`src/core/rdpsc_pkg.sv`:
```
package rdpsc_pkg;
    // Interval lengths, and the clock rate they are counted at
    localparam int unsigned CLK_HZ = 25_000_000;
    localparam int unsigned LPM_DWELL_US = 2000;
    localparam int unsigned DEBOUNCE_MS = 300;
    localparam int unsigned LPM_DWELL_CYC = LPM_DWELL_US * (CLK_HZ / 1_000_000);
    localparam int unsigned DEBOUNCE_CYC = DEBOUNCE_MS * (CLK_HZ / 1000);
    localparam int unsigned NUM_LANES = 4;
    localparam int unsigned TIMER_W = 24;
    localparam logic [TIMER_W-1:0] TIMER_RESET = 24'h000000;
    localparam logic [3:0] LANE_RESET = 4'h0;

    typedef enum logic [2:0] {
        state_power_on_reset,
        state_low_power_first,
        state_low_power_second,
        state_active,
        state_active_wait
    } rdpsc_state_t;
endpackage

```
`src/core/rdpsc_top.sv`:
```
// What this block does
// - Enable low holds power-down, power outputs driven low
// - Power-on starts in reset state, chip off
// - Reset release, first low power, 2ms, second
// - Hot-plug high in second low power: active
// - Regulator on in active; channels after good
// - Hot-plug low: wait; 300ms low returns low-power
// - Hot-plug back high within 300ms: active again
// - Wait state powers same blocks as active
// - DP mode powers off lanes not trained
// - No input video powers down channels and high-speed outputs
// - No monitor detected powers down chip
// - Link-config power-down request enters power-down
// - Channels off unless active/wait and lane decoded
// - Inactive channels stay off even with adapter
// - Cable-detect high selects TMDS, stops aux intercept
module rdpsc_top import rdpsc_pkg::*; #(
    parameter int unsigned LANES = NUM_LANES,
    parameter int unsigned DWELL_CYCLES = LPM_DWELL_CYC,
    parameter int unsigned DEBOUNCE_CYCLES = DEBOUNCE_CYC
) (
    // Clock and reset
    input wire logic clock,
    input wire logic arst_n,
    // Board controller
    input wire logic enable_pin,
    // Sink side pins
    input wire logic sink_hot_plug_pin,
    input wire logic sink_cable_detect,
    // Internal status from analog and link logic
    input wire logic reg_1v2_good,
    input wire logic [LANES-1:0] lane_select_decode,
    input wire logic video_present,
    input wire logic link_power_down_req,
    // Power controls
    output logic reg_1v2_en,
    output logic [LANES-1:0] lane_reg_en,
    output logic [LANES-1:0] lane_rx_en,
    output logic [LANES-1:0] lane_tx_en,
    output logic hs_out_en,
    // Source side and mode
    output logic source_hot_plug_out,
    output logic tmds_mode,
    output logic aux_intercept_en,
    output logic [2:0] power_state
);
    logic rst_meta_q;
    logic rst_sync_q;
    logic rst_n;

    // Reset released through two flops so release is clean on clock
    always_ff @(posedge clock or negedge arst_n) begin
        if (!arst_n) begin
            rst_meta_q <= 1'b0;
            rst_sync_q <= 1'b0;
        end else begin
            rst_meta_q <= 1'b1;
            rst_sync_q <= rst_meta_q;
        end
    end
    assign rst_n = rst_sync_q;

    // Pin and cross-domain inputs
    logic [4:0] pins_raw;
    logic [4:0] pins_s;
    logic enable_s;
    logic hpd_s;
    logic cad_s;
    logic pg_s;
    logic video_s;

    assign pins_raw = {video_present, reg_1v2_good, sink_cable_detect,
                       sink_hot_plug_pin, enable_pin};

    rdpsc_sync #(.WIDTH(5)) u_sync (
        .clock(clock),
        .rst_n(rst_n),
        .async_in(pins_raw),
        .sync_out(pins_s)
    );

    assign enable_s = pins_s[0];
    assign hpd_s = pins_s[1];
    assign cad_s = pins_s[2];
    assign pg_s = pins_s[3];
    assign video_s = pins_s[4];

    // Enable low or a link power-down request forces the reset state
    logic force_down;
    assign force_down = !enable_s || link_power_down_req;

    rdpsc_state_t state_q;
    rdpsc_state_t state_d;
    logic [TIMER_W-1:0] timer_q;
    logic [TIMER_W-1:0] timer_d;

    always_comb begin
        state_d = state_q;
        timer_d = timer_q;
        if (force_down) begin
            state_d = state_power_on_reset;
            timer_d = TIMER_RESET;
        end else begin
            case (state_q)
                state_power_on_reset: begin
                    state_d = state_low_power_first;
                    timer_d = TIMER_RESET;
                end
                state_low_power_first: begin
                    if (timer_q >= TIMER_W'(DWELL_CYCLES - 1)) begin
                        state_d = state_low_power_second;
                        timer_d = TIMER_RESET;
                    end else begin
                        timer_d = timer_q + 1'b1;
                    end
                end
                state_low_power_second: begin
                    if (hpd_s) begin
                        state_d = state_active;
                    end
                end
                state_active: begin
                    if (!hpd_s) begin
                        state_d = state_active_wait;
                        timer_d = TIMER_RESET;
                    end
                end
                state_active_wait: begin
                    if (hpd_s) begin
                        state_d = state_active;
                    end else if (timer_q >= TIMER_W'(DEBOUNCE_CYCLES - 1)) begin
                        state_d = state_low_power_second;
                    end else begin
                        timer_d = timer_q + 1'b1;
                    end
                end
                default: begin
                    state_d = state_power_on_reset;
                    timer_d = TIMER_RESET;
                end
            endcase
        end
    end

    always_ff @(posedge clock or negedge rst_n) begin
        if (!rst_n) begin
            state_q <= state_power_on_reset;
            timer_q <= TIMER_RESET;
        end else begin
            state_q <= state_d;
            timer_q <= timer_d;
        end
    end

    // Active and wait look alike to every power control and to the run-state checks
    function automatic logic is_run_state(rdpsc_state_t s);
        return (s == state_active) || (s == state_active_wait);
    endfunction

    // Output power controls, registered so they are glitch free
    logic in_run;
    logic chip_on;
    assign in_run = is_run_state(state_q);
    // Monitor presence is the hot-plug level; drops are ridden out by the wait state
    assign chip_on = in_run && video_s;

    logic reg_en_q;
    logic reg_en_d;
    logic [LANES-1:0] lreg_q;
    logic [LANES-1:0] lreg_d;
    logic [LANES-1:0] chan_q;
    logic [LANES-1:0] chan_d;
    logic hs_q;
    logic hs_d;
    logic hpd_out_q;
    logic hpd_out_d;
    logic tmds_q;
    logic tmds_d;

    always_comb begin
        reg_en_d = in_run;
        // Only lanes that training selected are powered in either mode
        lreg_d = in_run ? lane_select_decode : LANE_RESET;
        chan_d = (chip_on && pg_s && reg_en_q) ? (lreg_q & lane_select_decode)
                                               : LANE_RESET;
        hs_d = chip_on && pg_s;
        hpd_out_d = in_run;
        tmds_d = cad_s;
    end

    always_ff @(posedge clock or negedge rst_n) begin
        if (!rst_n) begin
            reg_en_q <= 1'b0;
            lreg_q <= LANE_RESET;
            chan_q <= LANE_RESET;
            hs_q <= 1'b0;
            hpd_out_q <= 1'b0;
            tmds_q <= 1'b0;
        end else begin
            reg_en_q <= reg_en_d;
            lreg_q <= lreg_d;
            chan_q <= chan_d;
            hs_q <= hs_d;
            hpd_out_q <= hpd_out_d;
            tmds_q <= tmds_d;
        end
    end

    assign reg_1v2_en = reg_en_q;
    assign lane_reg_en = lreg_q;
    assign lane_rx_en = chan_q;
    assign lane_tx_en = chan_q;
    assign hs_out_en = hs_q;
    assign source_hot_plug_out = hpd_out_q;
    assign tmds_mode = tmds_q;
    assign aux_intercept_en = !tmds_q && reg_en_q;
    assign power_state = state_q;

    // Checks
    a_disable_forces_reset: assert property (@(posedge clock) disable iff (!rst_n)
        !enable_s |=> state_q == state_power_on_reset)
        else $error("enable low did not force reset state");
    a_outputs_off_disabled: assert property (@(posedge clock) disable iff (!rst_n)
        !enable_s ##1 !enable_s |=> !hs_out_en && lane_tx_en == LANE_RESET)
        else $error("outputs active while disabled");
    a_reset_to_lpm1: assert property (@(posedge clock) disable iff (!rst_n)
        state_q == state_power_on_reset && !force_down |=> state_q == state_low_power_first)
        else $error("reset state did not advance");
    a_lpm1_dwell: assert property (@(posedge clock) disable iff (!rst_n)
        $rose(state_q == state_low_power_first) |-> timer_q == TIMER_RESET)
        else $error("dwell timer not cleared on entry");
    a_hpd_to_active: assert property (@(posedge clock) disable iff (!rst_n)
        state_q == state_low_power_second && hpd_s && !force_down |=> state_q == state_active)
        else $error("hot-plug did not activate");
    a_regulator_active: assert property (@(posedge clock) disable iff (!rst_n)
        in_run && !force_down |=> reg_1v2_en)
        else $error("regulator off while running");
    a_channel_needs_good: assert property (@(posedge clock) disable iff (!rst_n)
        lane_rx_en != LANE_RESET |-> $past(pg_s) && $past(reg_en_q))
        else $error("channel on before supply good");
    a_drop_to_wait: assert property (@(posedge clock) disable iff (!rst_n)
        state_q == state_active && !hpd_s && !force_down |=> state_q == state_active_wait)
        else $error("hot-plug drop not debounced");
    a_wait_returns: assert property (@(posedge clock) disable iff (!rst_n)
        state_q == state_active_wait && hpd_s && !force_down |=> state_q == state_active)
        else $error("wait did not return to active");
    a_lane_mask: assert property (@(posedge clock) disable iff (!rst_n)
        (lane_rx_en & ~lane_reg_en) == LANE_RESET)
        else $error("channel powered without its regulator");
    a_tmds_follows_cad: assert property (@(posedge clock) disable iff (!rst_n)
        cad_s |=> tmds_mode && !aux_intercept_en)
        else $error("adapter did not select alternate mode");

    // Sequencing and power checks
    a_low_states_dark: assert property (@(posedge clock) disable iff (!rst_n)
        !is_run_state(state_q) |=> lane_reg_en == '0 && lane_rx_en == '0)
        else $error("lane powered outside active and wait");
    a_reset_chip_off: assert property (@(posedge clock) disable iff (!rst_n)
        state_q == state_power_on_reset |=> !reg_1v2_en && !hs_out_en)
        else $error("chip powered in reset state");
    a_low1_entry: assert property (@(posedge clock) disable iff (!rst_n)
        state_q == state_low_power_first |->
            $past(state_q) == state_power_on_reset || $past(state_q) == state_low_power_first)
        else $error("first low power entered from wrong state");
    a_low1_holds: assert property (@(posedge clock) disable iff (!rst_n)
        state_q == state_low_power_first && !force_down &&
            timer_q < TIMER_W'(DWELL_CYCLES - 1) |=> state_q == state_low_power_first)
        else $error("first low power left early");
    a_low1_expiry: assert property (@(posedge clock) disable iff (!rst_n)
        state_q == state_low_power_first && !force_down &&
            timer_q == TIMER_W'(DWELL_CYCLES - 1) |=> state_q == state_low_power_second)
        else $error("first low power overstayed");
    a_low2_holds: assert property (@(posedge clock) disable iff (!rst_n)
        state_q == state_low_power_second && !hpd_s && !force_down
            |=> state_q == state_low_power_second)
        else $error("second low power left without hot-plug");
    a_debounce_holds: assert property (@(posedge clock) disable iff (!rst_n)
        state_q == state_active_wait && !hpd_s && !force_down &&
            timer_q < TIMER_W'(DEBOUNCE_CYCLES - 1) |=> state_q == state_active_wait)
        else $error("debounce ended early");
    a_debounce_expiry: assert property (@(posedge clock) disable iff (!rst_n)
        state_q == state_active_wait && !hpd_s && !force_down &&
            timer_q == TIMER_W'(DEBOUNCE_CYCLES - 1) |=> state_q == state_low_power_second)
        else $error("debounce expiry did not return to low power");
    a_debounce_restart: assert property (@(posedge clock) disable iff (!rst_n)
        $rose(state_q == state_active_wait) |-> timer_q == TIMER_RESET)
        else $error("debounce timer not cleared on wait entry");
    a_wait_keeps_power: assert property (@(posedge clock) disable iff (!rst_n)
        state_q == state_active_wait |=> reg_1v2_en && lane_reg_en == $past(lane_select_decode))
        else $error("wait state dropped power");
    a_source_hpd_run: assert property (@(posedge clock) disable iff (!rst_n)
        source_hot_plug_out == $past(is_run_state(state_q)))
        else $error("source hot-plug does not follow run states");
    a_no_video_dark: assert property (@(posedge clock) disable iff (!rst_n)
        !video_s |=> lane_rx_en == '0 && !hs_out_en)
        else $error("channels on without input video");
    a_supply_bad_dark: assert property (@(posedge clock) disable iff (!rst_n)
        !pg_s |=> lane_rx_en == '0 && !hs_out_en)
        else $error("channels on without good supply");
    a_lanes_in_decode: assert property (@(posedge clock) disable iff (!rst_n)
        lane_tx_en == lane_rx_en && (lane_rx_en & ~$past(lane_select_decode)) == '0)
        else $error("unselected lane powered");
    a_power_down_req: assert property (@(posedge clock) disable iff (!rst_n)
        link_power_down_req |=> state_q == state_power_on_reset)
        else $error("power-down request ignored");
    a_dp_mode_aux: assert property (@(posedge clock) disable iff (!rst_n)
        !cad_s && is_run_state(state_q) |=> !tmds_mode && aux_intercept_en)
        else $error("no adapter but aux intercept off");
endmodule // rdpsc_top

```
`src/core/rdpsc_sync.sv`:
```
// Two-flop synchroniser for a level from outside the clock domain
module rdpsc_sync import rdpsc_pkg::*; #(
    parameter int unsigned WIDTH = 1
) (
    // Clock and reset
    input wire logic clock,
    input wire logic rst_n,
    // Data
    input wire logic [WIDTH-1:0] async_in,
    output logic [WIDTH-1:0] sync_out
);
    logic [WIDTH-1:0] meta_q;
    logic [WIDTH-1:0] meta_d;
    logic [WIDTH-1:0] sync_q;
    logic [WIDTH-1:0] sync_d;

    always_comb begin
        meta_d = async_in;
        sync_d = meta_q;
    end

    always_ff @(posedge clock or negedge rst_n) begin
        if (!rst_n) begin
            meta_q <= '0;
            sync_q <= '0;
        end else begin
            meta_q <= meta_d;
            sync_q <= sync_d;
        end
    end

    assign sync_out = sync_q;
endmodule // rdpsc_sync

```
`config.mk`:
```
export PLATFORM = sky130hd
export DESIGN_NAME = rdpsc_top
export DESIGN_NICKNAME = d
export VERILOG_FILES = /design/src/core/rdpsc_pkg.sv /design/src/core/rdpsc_top.sv /design/src/core/rdpsc_sync.sv
export SDC_FILE = /design/constraint.sdc
export NUM_CORES = 1
export LEC_CHECK = 0
export ABC_AREA = 0
export ABC_CLOCK_PERIOD_IN_PS = 1600
export BUFFER_PORTS_ARGS = -buffer_cell sky130_fd_sc_hd__buf_2
export CAP_MARGIN = 15
export CORE_ASPECT_RATIO = 1.4
export CORE_MARGIN = 2
export CORE_UTILIZATION = 48
export DETAILED_ROUTE_END_ITERATION = 16
export GPL_TIMING_DRIVEN = 0
export MAX_ROUTING_LAYER = met4
export PLACE_DENSITY_LB_ADDON = 0.3
export SLEW_MARGIN = 0
export SYNTH_ARGS = -nofsm -noshare
export SYNTH_HDL_FRONTEND = slang
export SYNTH_SLANG_ARGS = --single-unit
```
`constraint.sdc`:
```
create_clock -name clock -period 1.6 [get_ports clock]
set_input_delay 0.24 -clock clock [delete_from_list [all_inputs] [get_ports clock]]
set_output_delay 0.24 -clock clock [all_outputs]
set_load 0.02 [all_outputs]
```
Word-level counts from Yosys, hierarchy flattened
Index checks and enable logic that the tools add are counted.

operators by class
  bitwise gates (word level) = 1
  reduce and logical (&&, ||, !) cells = 11
  eq/ne operators = 11
  mux-type cells = 15
  order comparisons = 2
  add/sub/neg operators = 1

operators with widths
  cell                                                                                    count
  24-bit 2-to-1 mux                                                                       5
  24-bit one-hot mux with 4 select lines                                                  1
  24-bit by 1-bit adder with 24-bit output (second input constant)                        1
  24-bit by 16-bit greater-or-equal comparator with 1-bit output (second input constant)  1
  24-bit by 23-bit greater-or-equal comparator with 1-bit output (second input constant)  1
  3-bit 2-to-1 mux                                                                        6
  3-bit one-hot mux with 5 select lines                                                   1
  3-bit != test (second input constant)                                                   4
  4-bit 2-to-1 mux                                                                        2
  4-bit AND reduction                                                                     2
  3-bit by 2-bit == test with 1-bit output (second input constant)                        2
  4-bit AND                                                                               1
  1-bit logical AND                                                                       4
  4-bit by 3-bit != test with 1-bit output (second input constant)                        1
  3-bit by 1-bit == test with 1-bit output (second input constant)                        1
  3-bit == test (second input constant)                                                   1
  3-bit zero test                                                                         1
  3-bit by 2-bit != test with 1-bit output (second input constant)                        1
  1-bit zero test                                                                         2
  1-bit logical OR                                                                        2
  2-bit != test (second input constant)                                                   1

word-level totals
  bits in registers = 50
  logic and storage cells = 52
  input bits = 12

Longest topological paths before layout
Gate-level depths: netlist (run 1).

  word-level depth = 6
  depth in mapped cells = 10

Hierarchy
From an unflattened synthesis (run 1), not the netlist that was laid out.

second synthesis, totals
  cells, all modules = 240
  area total of the unflattened synthesis = 2436.1 sq um

modules (own cells, without submodules)
  module      instances  area each (sq um)  sequential area each (sq um)  cells each
  rdpsc_top   1          2185.8             1001.0                        230
  rdpsc_sync  1          250.2              250.2                         10

Worst setup path before layout (run 1)
OpenSTA, ideal clock, no wires.

  kind = reg2reg
  start point = register timer_q[0]
  end point = register timer_q[4]
  clock period less this slack = 2.020 ns
  stages on the path, launching flop included = 9
  required time = 1.474 ns
  arrival = 1.894 ns
  slack = -0.420 ns
  library setup time = 0.126 ns
  cell sequence = dfrtp_1 > ha_1 > and4_1 > clkbuf_1 > nor2_1 > nor3_1 > or3b_1 > buf_6 > a221o_1

between the ends
  word-level cells in the longest chain between the ends = 5

ends and longest elaborated chain
  what                                      line                                RTL
  from (decl)                               rdpsc_top.sv:94                     logic [TIMER_W-1:0] timer_q;
  from (signal assigned)                    rdpsc_top.sv:151                    timer_q <= timer_d;
  24-bit by 1-bit adder with 24-bit output  rdpsc_top.sv:114, rdpsc_top.sv:134
  24-bit 2-to-1 mux                         rdpsc_top.sv:131                    end else if (timer_q >= TIMER_W'(DEBOUNCE_CYCLES - 1)) begin
  24-bit 2-to-1 mux                         rdpsc_top.sv:129                    if (hpd_s) begin
  24-bit one-hot mux with 4 select lines    rdpsc_top.sv:104                    case (state_q)
  24-bit 2-to-1 mux                         rdpsc_top.sv:100                    if (force_down) begin

Parallel ways exist; a longest one is shown, timed or not. The select of a mux whose other input is x is not followed.
A chain may end at the register's enable or synchronous reset.

Worst setup path in the final report (run 1)
  start point = register timer_q[18]
  end point = register timer_q[3]

between the ends
  word-level cells in the longest chain between the ends = 4

ends and longest elaborated chain
  what                                                            line              RTL
  24-bit by 16-bit greater-or-equal comparator with 1-bit output  rdpsc_top.sv:110  if (timer_q >= TIMER_W'(DWELL_CYCLES - 1)) begin
  24-bit 2-to-1 mux                                               rdpsc_top.sv:110
  24-bit one-hot mux with 4 select lines                          rdpsc_top.sv:104
  24-bit 2-to-1 mux                                               rdpsc_top.sv:100

Parallel ways exist; a longest one is shown, timed or not.

==> impl_results.html, run 1 <==
<table>
<tr><th>Metric</th><th>Value</th></tr>
<tr><th colspan="2">Floorplanning</th></tr>
<tr><td>Core area</td><td>roughly 4800 sq um</td></tr>
<tr><td>Die Span X</td><td>around 64 um</td></tr>
<tr><td>DIE AREA</td><td>~5600 sq um</td></tr>
<tr><td>Die Ht</td><td>around 88 um</td></tr>
<tr><td>Starting density of the core</td><td>49.8%</td></tr>
<tr><td>Number of placed I/O pins</td><td>32</td></tr>
<tr><td>Standard-cell rows</td><td>30</td></tr>
<tr><th colspan="2">Cells and area</th></tr>
<tr><td>Share of the core filled with cells in the final layout</td><td>between 60% and 70%</td></tr>
<tr><td>Post-synthesis to final-layout area growth</td><td>27.2%</td></tr>
<tr><td>Ratio of cells with drive above 1 in the final layout</td><td>roughly 38%</td></tr>
<tr><td>Multi-input logic area</td><td>1170 sq um</td></tr>
<tr><td>Number of diodes added for antenna fixing</td><td>0</td></tr>
<tr><td>Layout filler cell count</td><td>374</td></tr>
<tr><td>Total area of sequential cells</td><td>1260 sq um</td></tr>
<tr><td>Nets</td><td>between 300 and 400</td></tr>
<tr><th colspan="2">Logic synthesis</th></tr>
<tr><td>Mean Syn Cell Area</td><td>9.92 sq um</td></tr>
<tr><td>Biggest area contributors in the synthesized netlist</td><td>sky130_fd_sc_hd__dfrtp_1, sky130_fd_sc_hd__nand2_1, sky130_fd_sc_hd__nand3_1</td></tr>
<tr><td>Synth area leader</td><td>sky130_fd_sc_hd__dfrtp_1</td></tr>
<tr><td>Number of warnings reported in the yosys synthesis log</td><td>0</td></tr>
<tr><td>Portion of synthesized cell area occupied by the leading cell type</td><td>around 52%</td></tr>
<tr><td>Flip-flop and latch count after synthesis</td><td>50</td></tr>
<tr><td>Area of the mapped netlist</td><td>about 2400 sq um</td></tr>
<tr><td>Async set or reset register ratio after synthesis</td><td>between 90% and 100%</td></tr>
<tr><td>Gate count after technology mapping</td><td>roughly 240</td></tr>
<tr><td>Most used standard cells in the synthesized netlist</td><td>sky130_fd_sc_hd__dfrtp_1, sky130_fd_sc_hd__nand2_1, sky130_fd_sc_hd__nand3_1, sky130_fd_sc_hd__o21ai_1</td></tr>
<tr><td>Most repeated cell in the gate-level netlist after synthesis</td><td>sky130_fd_sc_hd__dfrtp_1</td></tr>
<tr><td>Part of the Yosys area used for sequential elements</td><td>between 50% and 60%</td></tr>
<tr><td>Netlist cell types</td><td>52</td></tr>
<tr><td>Number of enable-type register cells in the synthesized netlist</td><td>0</td></tr>
<tr><td>Syn_nets</td><td>roughly 260</td></tr>
<tr><td>Most used DFF post-synth</td><td>sky130_fd_sc_hd__dfrtp_1</td></tr>
<tr><th colspan="2">Global routing</th></tr>
<tr><td>Via count of the first global-routing pass</td><td>between 2000 and 2500</td></tr>
<tr><td>Maximum number of pins on one net before global-route repair</td><td>29</td></tr>
<tr><td>Antenna violations before repair</td><td>0</td></tr>
<tr><td>First-pass GRT wire length</td><td>9600 um</td></tr>
<tr><td>All-layer global routing usage</td><td>a little under a quarter</td></tr>
<tr><td>Sum of overflow across all layers after global routing</td><td>0</td></tr>
<tr><th colspan="2">Timing</th></tr>
<tr><td>Worst-case clock skew</td><td>around 4.4 ps</td></tr>
<tr><td>Shortest period the worst path allows</td><td>2170 ps</td></tr>
<tr><td>Final hold violation count</td><td>0</td></tr>
<tr><td>Fin Hold WS</td><td>a little under 30 ps</td></tr>
<tr><td>Highest Clock Rate</td><td>roughly 0.46 GHz</td></tr>
<tr><td>Tightest slew margin relative to the limit</td><td>65.6%</td></tr>
<tr><td>Least-Margin Pin Slew</td><td>between 500 and 600 ps</td></tr>
<tr><td>Ratio of final minimum period to clock period</td><td>136%</td></tr>
<tr><td>Fin worst setup slack</td><td>-573 ps</td></tr>
<tr><td>Endpoints failing setup</td><td>26</td></tr>
<tr><td>Max-slew violation count</td><td>0</td></tr>
<tr><td>Setup repair after global routing missed its margin</td><td>yes</td></tr>
<tr><th colspan="2">Setup path</th></tr>
<tr><td>Worst path slowest cell</td><td>sky130_fd_sc_hd__dfrtp_2</td></tr>
<tr><td>CP Cell Sequence</td><td>a211o_1, a211oi_2, o22ai_1, or3b_1, buf_6, buf_12, o21ai_2, o31ai_1</td></tr>
<tr><td>Crit-path max cell delay</td><td>~440 ps</td></tr>
<tr><td>Count of buffer and inverter cells on the critical path</td><td>2</td></tr>
<tr><td>Largest driver fanout on the critical path</td><td>6</td></tr>
<tr><td>Worst Path Required</td><td>1790 ps</td></tr>
<tr><td>Start-to-end type of the worst setup path</td><td>flip-flop to flip-flop</td></tr>
<tr><td>Kind of start point of the critical path</td><td>flip-flop</td></tr>
<tr><td>CP endpoint kind</td><td>flip-flop</td></tr>
<tr><td>Crit path arrival time</td><td>between 2000 and 2500 ps</td></tr>
<tr><td>Kind of cell adding the most delay to the critical path</td><td>compound AO/OA/AOI/OAI gates</td></tr>
<tr><th colspan="2">Job</th></tr>
<tr><td># Max-Cap Violations</td><td>0</td></tr>
<tr><th colspan="2">Detailed routing</th></tr>
<tr><td>Length of the first detailed-routing pass in iterations</td><td>4</td></tr>
<tr><td>Routed vias/inst</td><td>just under 6</td></tr>
<tr><td>Number of DRC violations after detailed-routing iteration 0</td><td>between 150 and 200</td></tr>
<tr><td>Final ANT Viol Nets</td><td>0</td></tr>
<tr><td>Per-cell routed wire length</td><td>roughly 16 um</td></tr>
<tr><td>DRC errors left</td><td>0</td></tr>
<tr><td>Total via count in the routed design</td><td>2142</td></tr>
<tr><td>Total routed wirelength</td><td>5940 um</td></tr>
<tr><th colspan="2">Worst hold path</th></tr>
<tr><td>Path class of the lowest-slack min-delay path</td><td>primary input to flip-flop</td></tr>
<tr><th colspan="2">Pwr</th></tr>
<tr><td>Peak supply drop</td><td>0.426 mV</td></tr>
<tr><td>Standby leakage power</td><td>1.41 nW</td></tr>
<tr><td>Pwr per Cell Area</td><td>around 730 nW/um^2</td></tr>
<tr><th colspan="2">CTS</th></tr>
<tr><td>Deepest clock path buffer count</td><td>2</td></tr>
<tr><td>Root Buffer</td><td>sky130_fd_sc_hd__clkbuf_8</td></tr>
<tr><td>TritonCTS Sinks</td><td>50</td></tr>
<tr><td>Number of buffers created by CTS</td><td>5</td></tr>
<tr><td>Number of levels in the clock H-tree</td><td>2</td></tr>
<tr><td>TritonCTS clock tree</td><td>built</td></tr>
<tr><td>Clock-pin slew on the worst setup and hold paths</td><td>roughly 90 ps</td></tr>
<tr><td>Source-to-sink clock delay at the later pin of the worst-skew pair</td><td>between 300 and 400 ps</td></tr>
<tr><th colspan="2">Place</th></tr>
<tr><td>Global placer's final weighted congestion</td><td>0.856</td></tr>
<tr><td>Hpwl dp</td><td>~3800 um</td></tr>
<tr><td>Total of buffers placed on input and output ports</td><td>31</td></tr>
<tr><th colspan="2">Run status</th></tr>
<tr><td>Failing checks</td><td>setup timing</td></tr>
<tr><td>Outcome</td><td>finished, violations left</td></tr>
</table>
## area by class of cell
| cell class | instances | area share (%) |
|---|---|---|
| sequential | 50 | 41.1 |
| multi-input combinational | 172 | 38.2 |
| timing repair buffer | 48 | 10.2 |
| buffer | 16 | 4.29 |
| clock buffer | 6 | 2.69 |
| tap | 64 | 2.61 |
| clock inverter | 2 | 0.531 |
| inverter | 3 | 0.367 |
## cell families after synthesis
| logic type | count (synthesis) | synth area share, % |
|---|---|---|
| muxes | 1 | 0.467 |
| other | 1 | 0.156 |
| and+or+nand+nor | 103 | 22.9 |
| adders and majority gates | 1 | 0.519 |
| AOI/OAI and AO/OA | 65 | 18.2 |
| DFF | 50 | 51.9 |
| xor gates and xnor gates | 1 | 0.364 |
| buffers and inverters | 21 | 5.50 |
## metal layers
layer  wire length [um]  share of wire (%)  vias to the layer above  global-route usage [%]
met3                304                5.1                        9                    3.98
met1               2310                 39                     1053                    25.9
met2               3240                 55                       80                    37.9
met5                  0                  0                        -                       -
met4                 82                1.4                        0                    11.1
li1                   -                  -                     1000                       -
## through the flow
| step | power, mW | std cells | setup TNS (ps) | worst slack (ps) | cell area [sq um] |
|---|---|---|---|---|---|
| finish | 2.25 | 361 | -13030 | -573 | 3070 |
| detailed placement | 1.46 | 339 | -13870 | -612 | 2680 |
| global placement | 1.44 | 338 | -36040 | -646 | 2660 |
| CTS | 2.26 | 357 | -11500 | -533 | 2940 |
| global route | 2.36 | 361 | -14500 | -620 | 3070 |
| floorplan | 1.40 | 243 | -7460 | -361 | 2430 |
## cell usage in the layout (no fill, tap or decap), types with 2 or more instances in the layout
cell type and count:
sky130_fd_sc_hd__a211o_1 2, sky130_fd_sc_hd__a21boi_0 3, sky130_fd_sc_hd__a21oi_1 10, sky130_fd_sc_hd__and2_1 5, sky130_fd_sc_hd__and3_1 10, sky130_fd_sc_hd__and4_1 2
sky130_fd_sc_hd__and4b_1 2, sky130_fd_sc_hd__buf_12 2, sky130_fd_sc_hd__buf_2 35, sky130_fd_sc_hd__buf_4 19, sky130_fd_sc_hd__buf_6 2, sky130_fd_sc_hd__clkbuf_2 2
sky130_fd_sc_hd__clkbuf_8 6, sky130_fd_sc_hd__dfrtp_1 42, sky130_fd_sc_hd__dfrtp_2 8, sky130_fd_sc_hd__inv_1 2, sky130_fd_sc_hd__nand2_1 27, sky130_fd_sc_hd__nand2b_1 2
sky130_fd_sc_hd__nand3_1 18, sky130_fd_sc_hd__nand4_1 7, sky130_fd_sc_hd__nor2_1 9, sky130_fd_sc_hd__nor2_2 2, sky130_fd_sc_hd__nor3_1 3, sky130_fd_sc_hd__nor3_2 3
sky130_fd_sc_hd__nor4b_4 2, sky130_fd_sc_hd__o211ai_1 4, sky130_fd_sc_hd__o21ai_0 3, sky130_fd_sc_hd__o21ai_1 8, sky130_fd_sc_hd__o21ai_2 11, sky130_fd_sc_hd__o311ai_1 3
sky130_fd_sc_hd__o31ai_1 5, sky130_fd_sc_hd__or3_1 2, sky130_fd_sc_hd__or4_4 2
## where the power goes
part | total, mW | internal, mW | switching [mW]
combinational | 0.143 | 0.0613 | 0.0819
sequential | 1.32 | 1.29 | 0.0309
clock | 0.791 | 0.356 | 0.435
total | 2.25 | 1.70 | 0.547
## worst paths after layout
path | depth (start not counted) | endpoint | from | slack [ps]
hold / removal | 1 | u_sync.meta_q[3] | reg_1v2_good | 30
min in group asynchronous | 2 | rst_meta_q | arst_n | 230
max in group asynchronous | 1 | timer_q[19] | rst_n | 830
setup reg to reg | 8 | timer_q[3] | timer_q[18] | -570
setup / recovery | 8 | timer_q[3] | timer_q[18] | -570
hold reg to reg | 0 | timer_q[2] | rst_n | 250
## timing repair
action	in CTS	in global routing
endpoints found under the hold margin	2	0
gates cloned	1	1
endpoints found under the setup margin	31	30
resized for setup	19	22
buffers inserted	8	5
pin swaps	2	12
hold buffers	1	0
## worst register-to-register path: stages, from the launching register on
cell and delay [ps]:
sky130_fd_sc_hd__dfrtp_2 440, sky130_fd_sc_hd__a211o_1 310, sky130_fd_sc_hd__a211oi_2 270, sky130_fd_sc_hd__o22ai_1 120, sky130_fd_sc_hd__or3b_1 410, sky130_fd_sc_hd__buf_6 160
sky130_fd_sc_hd__buf_12 140, sky130_fd_sc_hd__o21ai_2 120, sky130_fd_sc_hd__o31ai_1 90
## state kept, by name, indices dropped and copies added, names as in the netlist
register	flops
hs_out_en	1
power_state	3
timer_q	24
rst_n	1
lane_reg_en	4
lane_rx_en	4
u_sync.sync_out	5
tmds_mode	1
source_hot_plug_out	1
rst_meta_q	1
u_sync.meta_q	5
Power figures use the tool's default switching activity.
==> run 2, diff against run 1 <==
Settings changed: BUFFER_PORTS_ARGS -buffer_cell sky130_fd_sc_hd__buf_2 to -buffer_cell sky130_fd_sc_hd__buf_4.
==> impl_results.html, run 2 (same netlist as run 1, synthesis figures left out) <==
<table>
<tr><th>Metric</th><th>Value</th></tr>
<tr><th colspan="2">Setup path</th></tr>
<tr><td>CP Cell Sequence</td><td>a211o_1, a211oi_2, o22ai_1, or3b_4, buf_6, buf_8, o21ai_2, o31ai_1</td></tr>
<tr><td>Worst path slowest cell</td><td>sky130_fd_sc_hd__dfrtp_2</td></tr>
<tr><td>FF-to-FF path depth</td><td>8</td></tr>
<tr><td>Crit-path max cell delay</td><td>roughly 450 ps</td></tr>
<tr><td>Worst Path Required</td><td>between 1500 and 2000 ps</td></tr>
<tr><td>Largest driver fanout on the critical path</td><td>6</td></tr>
<tr><td>CP endpoint kind</td><td>flip-flop</td></tr>
<tr><td>Endpoint of the most critical register-to-register path</td><td>timer_q[5]</td></tr>
<tr><td>Launching point of the worst reg2reg path</td><td>timer_q[18]</td></tr>
<tr><td>Start-to-end type of the worst setup path</td><td>flip-flop to flip-flop</td></tr>
<tr><td>Crit path arrival time</td><td>~2400 ps</td></tr>
<tr><td>Kind of start point of the critical path</td><td>flip-flop</td></tr>
<tr><td>Flop2flop setup slack</td><td>-620 ps</td></tr>
<tr><th colspan="2">Job</th></tr>
<tr><td># Max-Cap Violations</td><td>0</td></tr>
<tr><th colspan="2">Cells and area</th></tr>
<tr><td>Multi-input logic area</td><td>about 1300 sq um</td></tr>
<tr><td>Nets</td><td>between 300 and 400</td></tr>
<tr><td>Commonest non-fill, non-tap cells in the layout</td><td>sky130_fd_sc_hd__buf_4, sky130_fd_sc_hd__dfrtp_1, sky130_fd_sc_hd__nand2_1</td></tr>
<tr><td>Layout filler cell count</td><td>331</td></tr>
<tr><td>Number of diodes added for antenna fixing</td><td>0</td></tr>
<tr><td>Commonest non-fill, non-tap cell in the layout</td><td>sky130_fd_sc_hd__buf_4</td></tr>
<tr><td>Post-synthesis to final-layout area growth</td><td>42.5%</td></tr>
<tr><td>Ratio of cells with drive above 1 in the final layout</td><td>46.0%</td></tr>
<tr><td>Register with the most flip-flops</td><td>timer_q</td></tr>
<tr><td>Total area of sequential cells</td><td>~1300 sq um</td></tr>
<tr><td>Max reg flops</td><td>24</td></tr>
<tr><th colspan="2">Worst hold path</th></tr>
<tr><td>Path class of the lowest-slack min-delay path</td><td>primary input to flip-flop</td></tr>
<tr><td>Worst hold endpoint</td><td>u_sync.meta_q[0]</td></tr>
<tr><td>Hold Path Depth</td><td>1</td></tr>
<tr><td>HP Start</td><td>enable_pin</td></tr>
<tr><th colspan="2">CTS</th></tr>
<tr><td>TritonCTS Sinks</td><td>50</td></tr>
<tr><td>Number of buffers created by CTS</td><td>5</td></tr>
<tr><td>Source-to-sink clock delay at the later pin of the worst-skew pair</td><td>approximately 310 ps</td></tr>
<tr><td>Root Buffer</td><td>sky130_fd_sc_hd__clkbuf_8</td></tr>
<tr><td>Deepest clock path buffer count</td><td>2</td></tr>
<tr><td>Number of levels in the clock H-tree</td><td>2</td></tr>
<tr><td>Clock-pin slew on the worst setup and hold paths</td><td>roughly 100 ps</td></tr>
<tr><td>TritonCTS clock tree</td><td>built</td></tr>
<tr><th colspan="2">Global routing</th></tr>
<tr><td>All-layer global routing usage</td><td>24.4%</td></tr>
<tr><td>Sum of overflow across all layers after global routing</td><td>0</td></tr>
<tr><td>Via count of the first global-routing pass</td><td>around 2200</td></tr>
<tr><td>First-pass GRT wire length</td><td>just over 10000 um</td></tr>
<tr><td>Antenna violations before repair</td><td>0</td></tr>
<tr><td>Maximum number of pins on one net before global-route repair</td><td>37</td></tr>
<tr><th colspan="2">Place</th></tr>
<tr><td>Global placer's final weighted congestion</td><td>0.888</td></tr>
<tr><td>Hpwl dp</td><td>about 3700 um</td></tr>
<tr><td>Total of buffers placed on input and output ports</td><td>31</td></tr>
<tr><th colspan="2">Timing</th></tr>
<tr><td>Fin worst setup slack</td><td>-619 ps</td></tr>
<tr><td>Max-slew violation count</td><td>0</td></tr>
<tr><td>Shortest period the worst path allows</td><td>between 2000 and 2500 ps</td></tr>
<tr><td>Least-Margin Pin Slew</td><td>about 540 ps</td></tr>
<tr><td>Highest Clock Rate</td><td>roughly 0.45 GHz</td></tr>
<tr><td>Tightest slew margin relative to the limit</td><td>a little under two thirds</td></tr>
<tr><td>Setup repair after global routing missed its margin</td><td>yes</td></tr>
<tr><td>Endpoints failing setup</td><td>26</td></tr>
<tr><td>Worst-case clock skew</td><td>about 9.2 ps</td></tr>
<tr><td>Ratio of final minimum period to clock period</td><td>139%</td></tr>
<tr><td>Final hold violation count</td><td>0</td></tr>
<tr><td>Fin Hold WS</td><td>~37 ps</td></tr>
<tr><th colspan="2">Detailed routing</th></tr>
<tr><td>Length of the first detailed-routing pass in iterations</td><td>5</td></tr>
<tr><td>Total via count in the routed design</td><td>2298</td></tr>
<tr><td>Per-cell routed wire length</td><td>18.8 um</td></tr>
<tr><td>Total routed wirelength</td><td>approximately 7000 um</td></tr>
<tr><td>DRC errors left</td><td>0</td></tr>
<tr><td>Final ANT Viol Nets</td><td>0</td></tr>
<tr><td>Routed vias/inst</td><td>6.13</td></tr>
<tr><td>Number of DRC violations after detailed-routing iteration 0</td><td>250</td></tr>
<tr><th colspan="2">Floorplanning</th></tr>
<tr><td>Number of placed I/O pins</td><td>32</td></tr>
<tr><td>Starting density of the core</td><td>approximately half</td></tr>
<tr><td>Die Ht</td><td>a little under 90 um</td></tr>
<tr><td>Core area</td><td>between 4000 and 5000 sq um</td></tr>
<tr><td>DIE AREA</td><td>approximately 5600 sq um</td></tr>
<tr><td>Die Span X</td><td>roughly 64 um</td></tr>
<tr><td>Standard-cell rows</td><td>30</td></tr>
<tr><th colspan="2">Pwr</th></tr>
<tr><td>Peak supply drop</td><td>just over 0.5 mV</td></tr>
<tr><td>Final Total Pwr</td><td>roughly 2.3 mW</td></tr>
<tr><td>Standby leakage power</td><td>between 1.5 and 2 nW</td></tr>
<tr><td>Pwr per Cell Area</td><td>between 600 and 700 nW/um^2</td></tr>
<tr><th colspan="2">Run status</th></tr>
<tr><td>Outcome</td><td>finished, violations left</td></tr>
<tr><td>Failing checks</td><td>setup timing</td></tr>
</table>
## run 2: worst max-delay path: cells and delay by family (launching register included)
| family | cells | cell delay, ps |
|---|---|---|
| and+or+nand+nor | 1 | 410 |
| AOI/OAI and AO/OA | 5 | 930 |
| buffers and inverters | 2 | 300 |
| DFF | 1 | 450 |
## run 2: timing repair
| action | CTS | global route |
|---|---|---|
| hold buffers | 1 | 0 |
| pin swaps | 17 | 10 |
| resized for setup | 35 | 52 |
| hold endpoints to repair | 2 | 0 |
| cloned | 2 | 2 |
| setup endpoints to repair | 31 | 31 |
| buffers inserted | 10 | 16 |
## run 2: worst max path at each step
stage	startpoint	end	slack (ps)	cells past startpoint
global placement	power_state[0]	timer_q[8]	-620	8
floorplan	timer_q[16]	timer_q[4]	-360	7
detailed placement	power_state[0]	timer_q[8]	-630	8
global route	timer_q[20]	timer_q[5]	-670	8
finish	timer_q[18]	timer_q[5]	-620	8
CTS	timer_q[16]	timer_q[0]	-520	7
## run 2: through the flow
stage | TNS, ps | util [%] | cells | setup WS [ps] | instance area, sq um
after floorplan | -7460 | - | 243 | -361 | 2430
after global placement | -35800 | 56.6 | 338 | -622 | 2740
after detailed placement | -14480 | 57.0 | 339 | -630 | 2760
after CTS | -11810 | 63.5 | 359 | -523 | 3080
after global routing | -15530 | 70.9 | 375 | -670 | 3430
final | -13730 | 70.9 | 375 | -619 | 3430
## run 2: metal layers
metal / vias up / share of wire [%] / track usage, %
met1: 1117 / 37 / 28.7
met5: - / 0 / -
li1: 1026 / - / -
met3: 33 / 6.9 / 3.73
met2: 122 / 53 / 41.0
met4: 0 / 3.4 / 11.5
## run 2: cell type report
cell class	count	share of cell area, %
Multi-Input combinational cell	172	37.0
Sequential cell	50	36.9
Timing Repair Buffer	62	15.8
Buffer	16	4.59
Clock buffer	6	2.40
Tap cell	64	2.33
Clock inverter	2	0.510
Inverter	3	0.401
## run 2: where the power goes
part	internal [mW]	switching, mW	leakage, nW
combinational	0.0919	0.102	0.823
clock	0.357	0.443	0.0514
sequential	1.29	0.0272	0.644
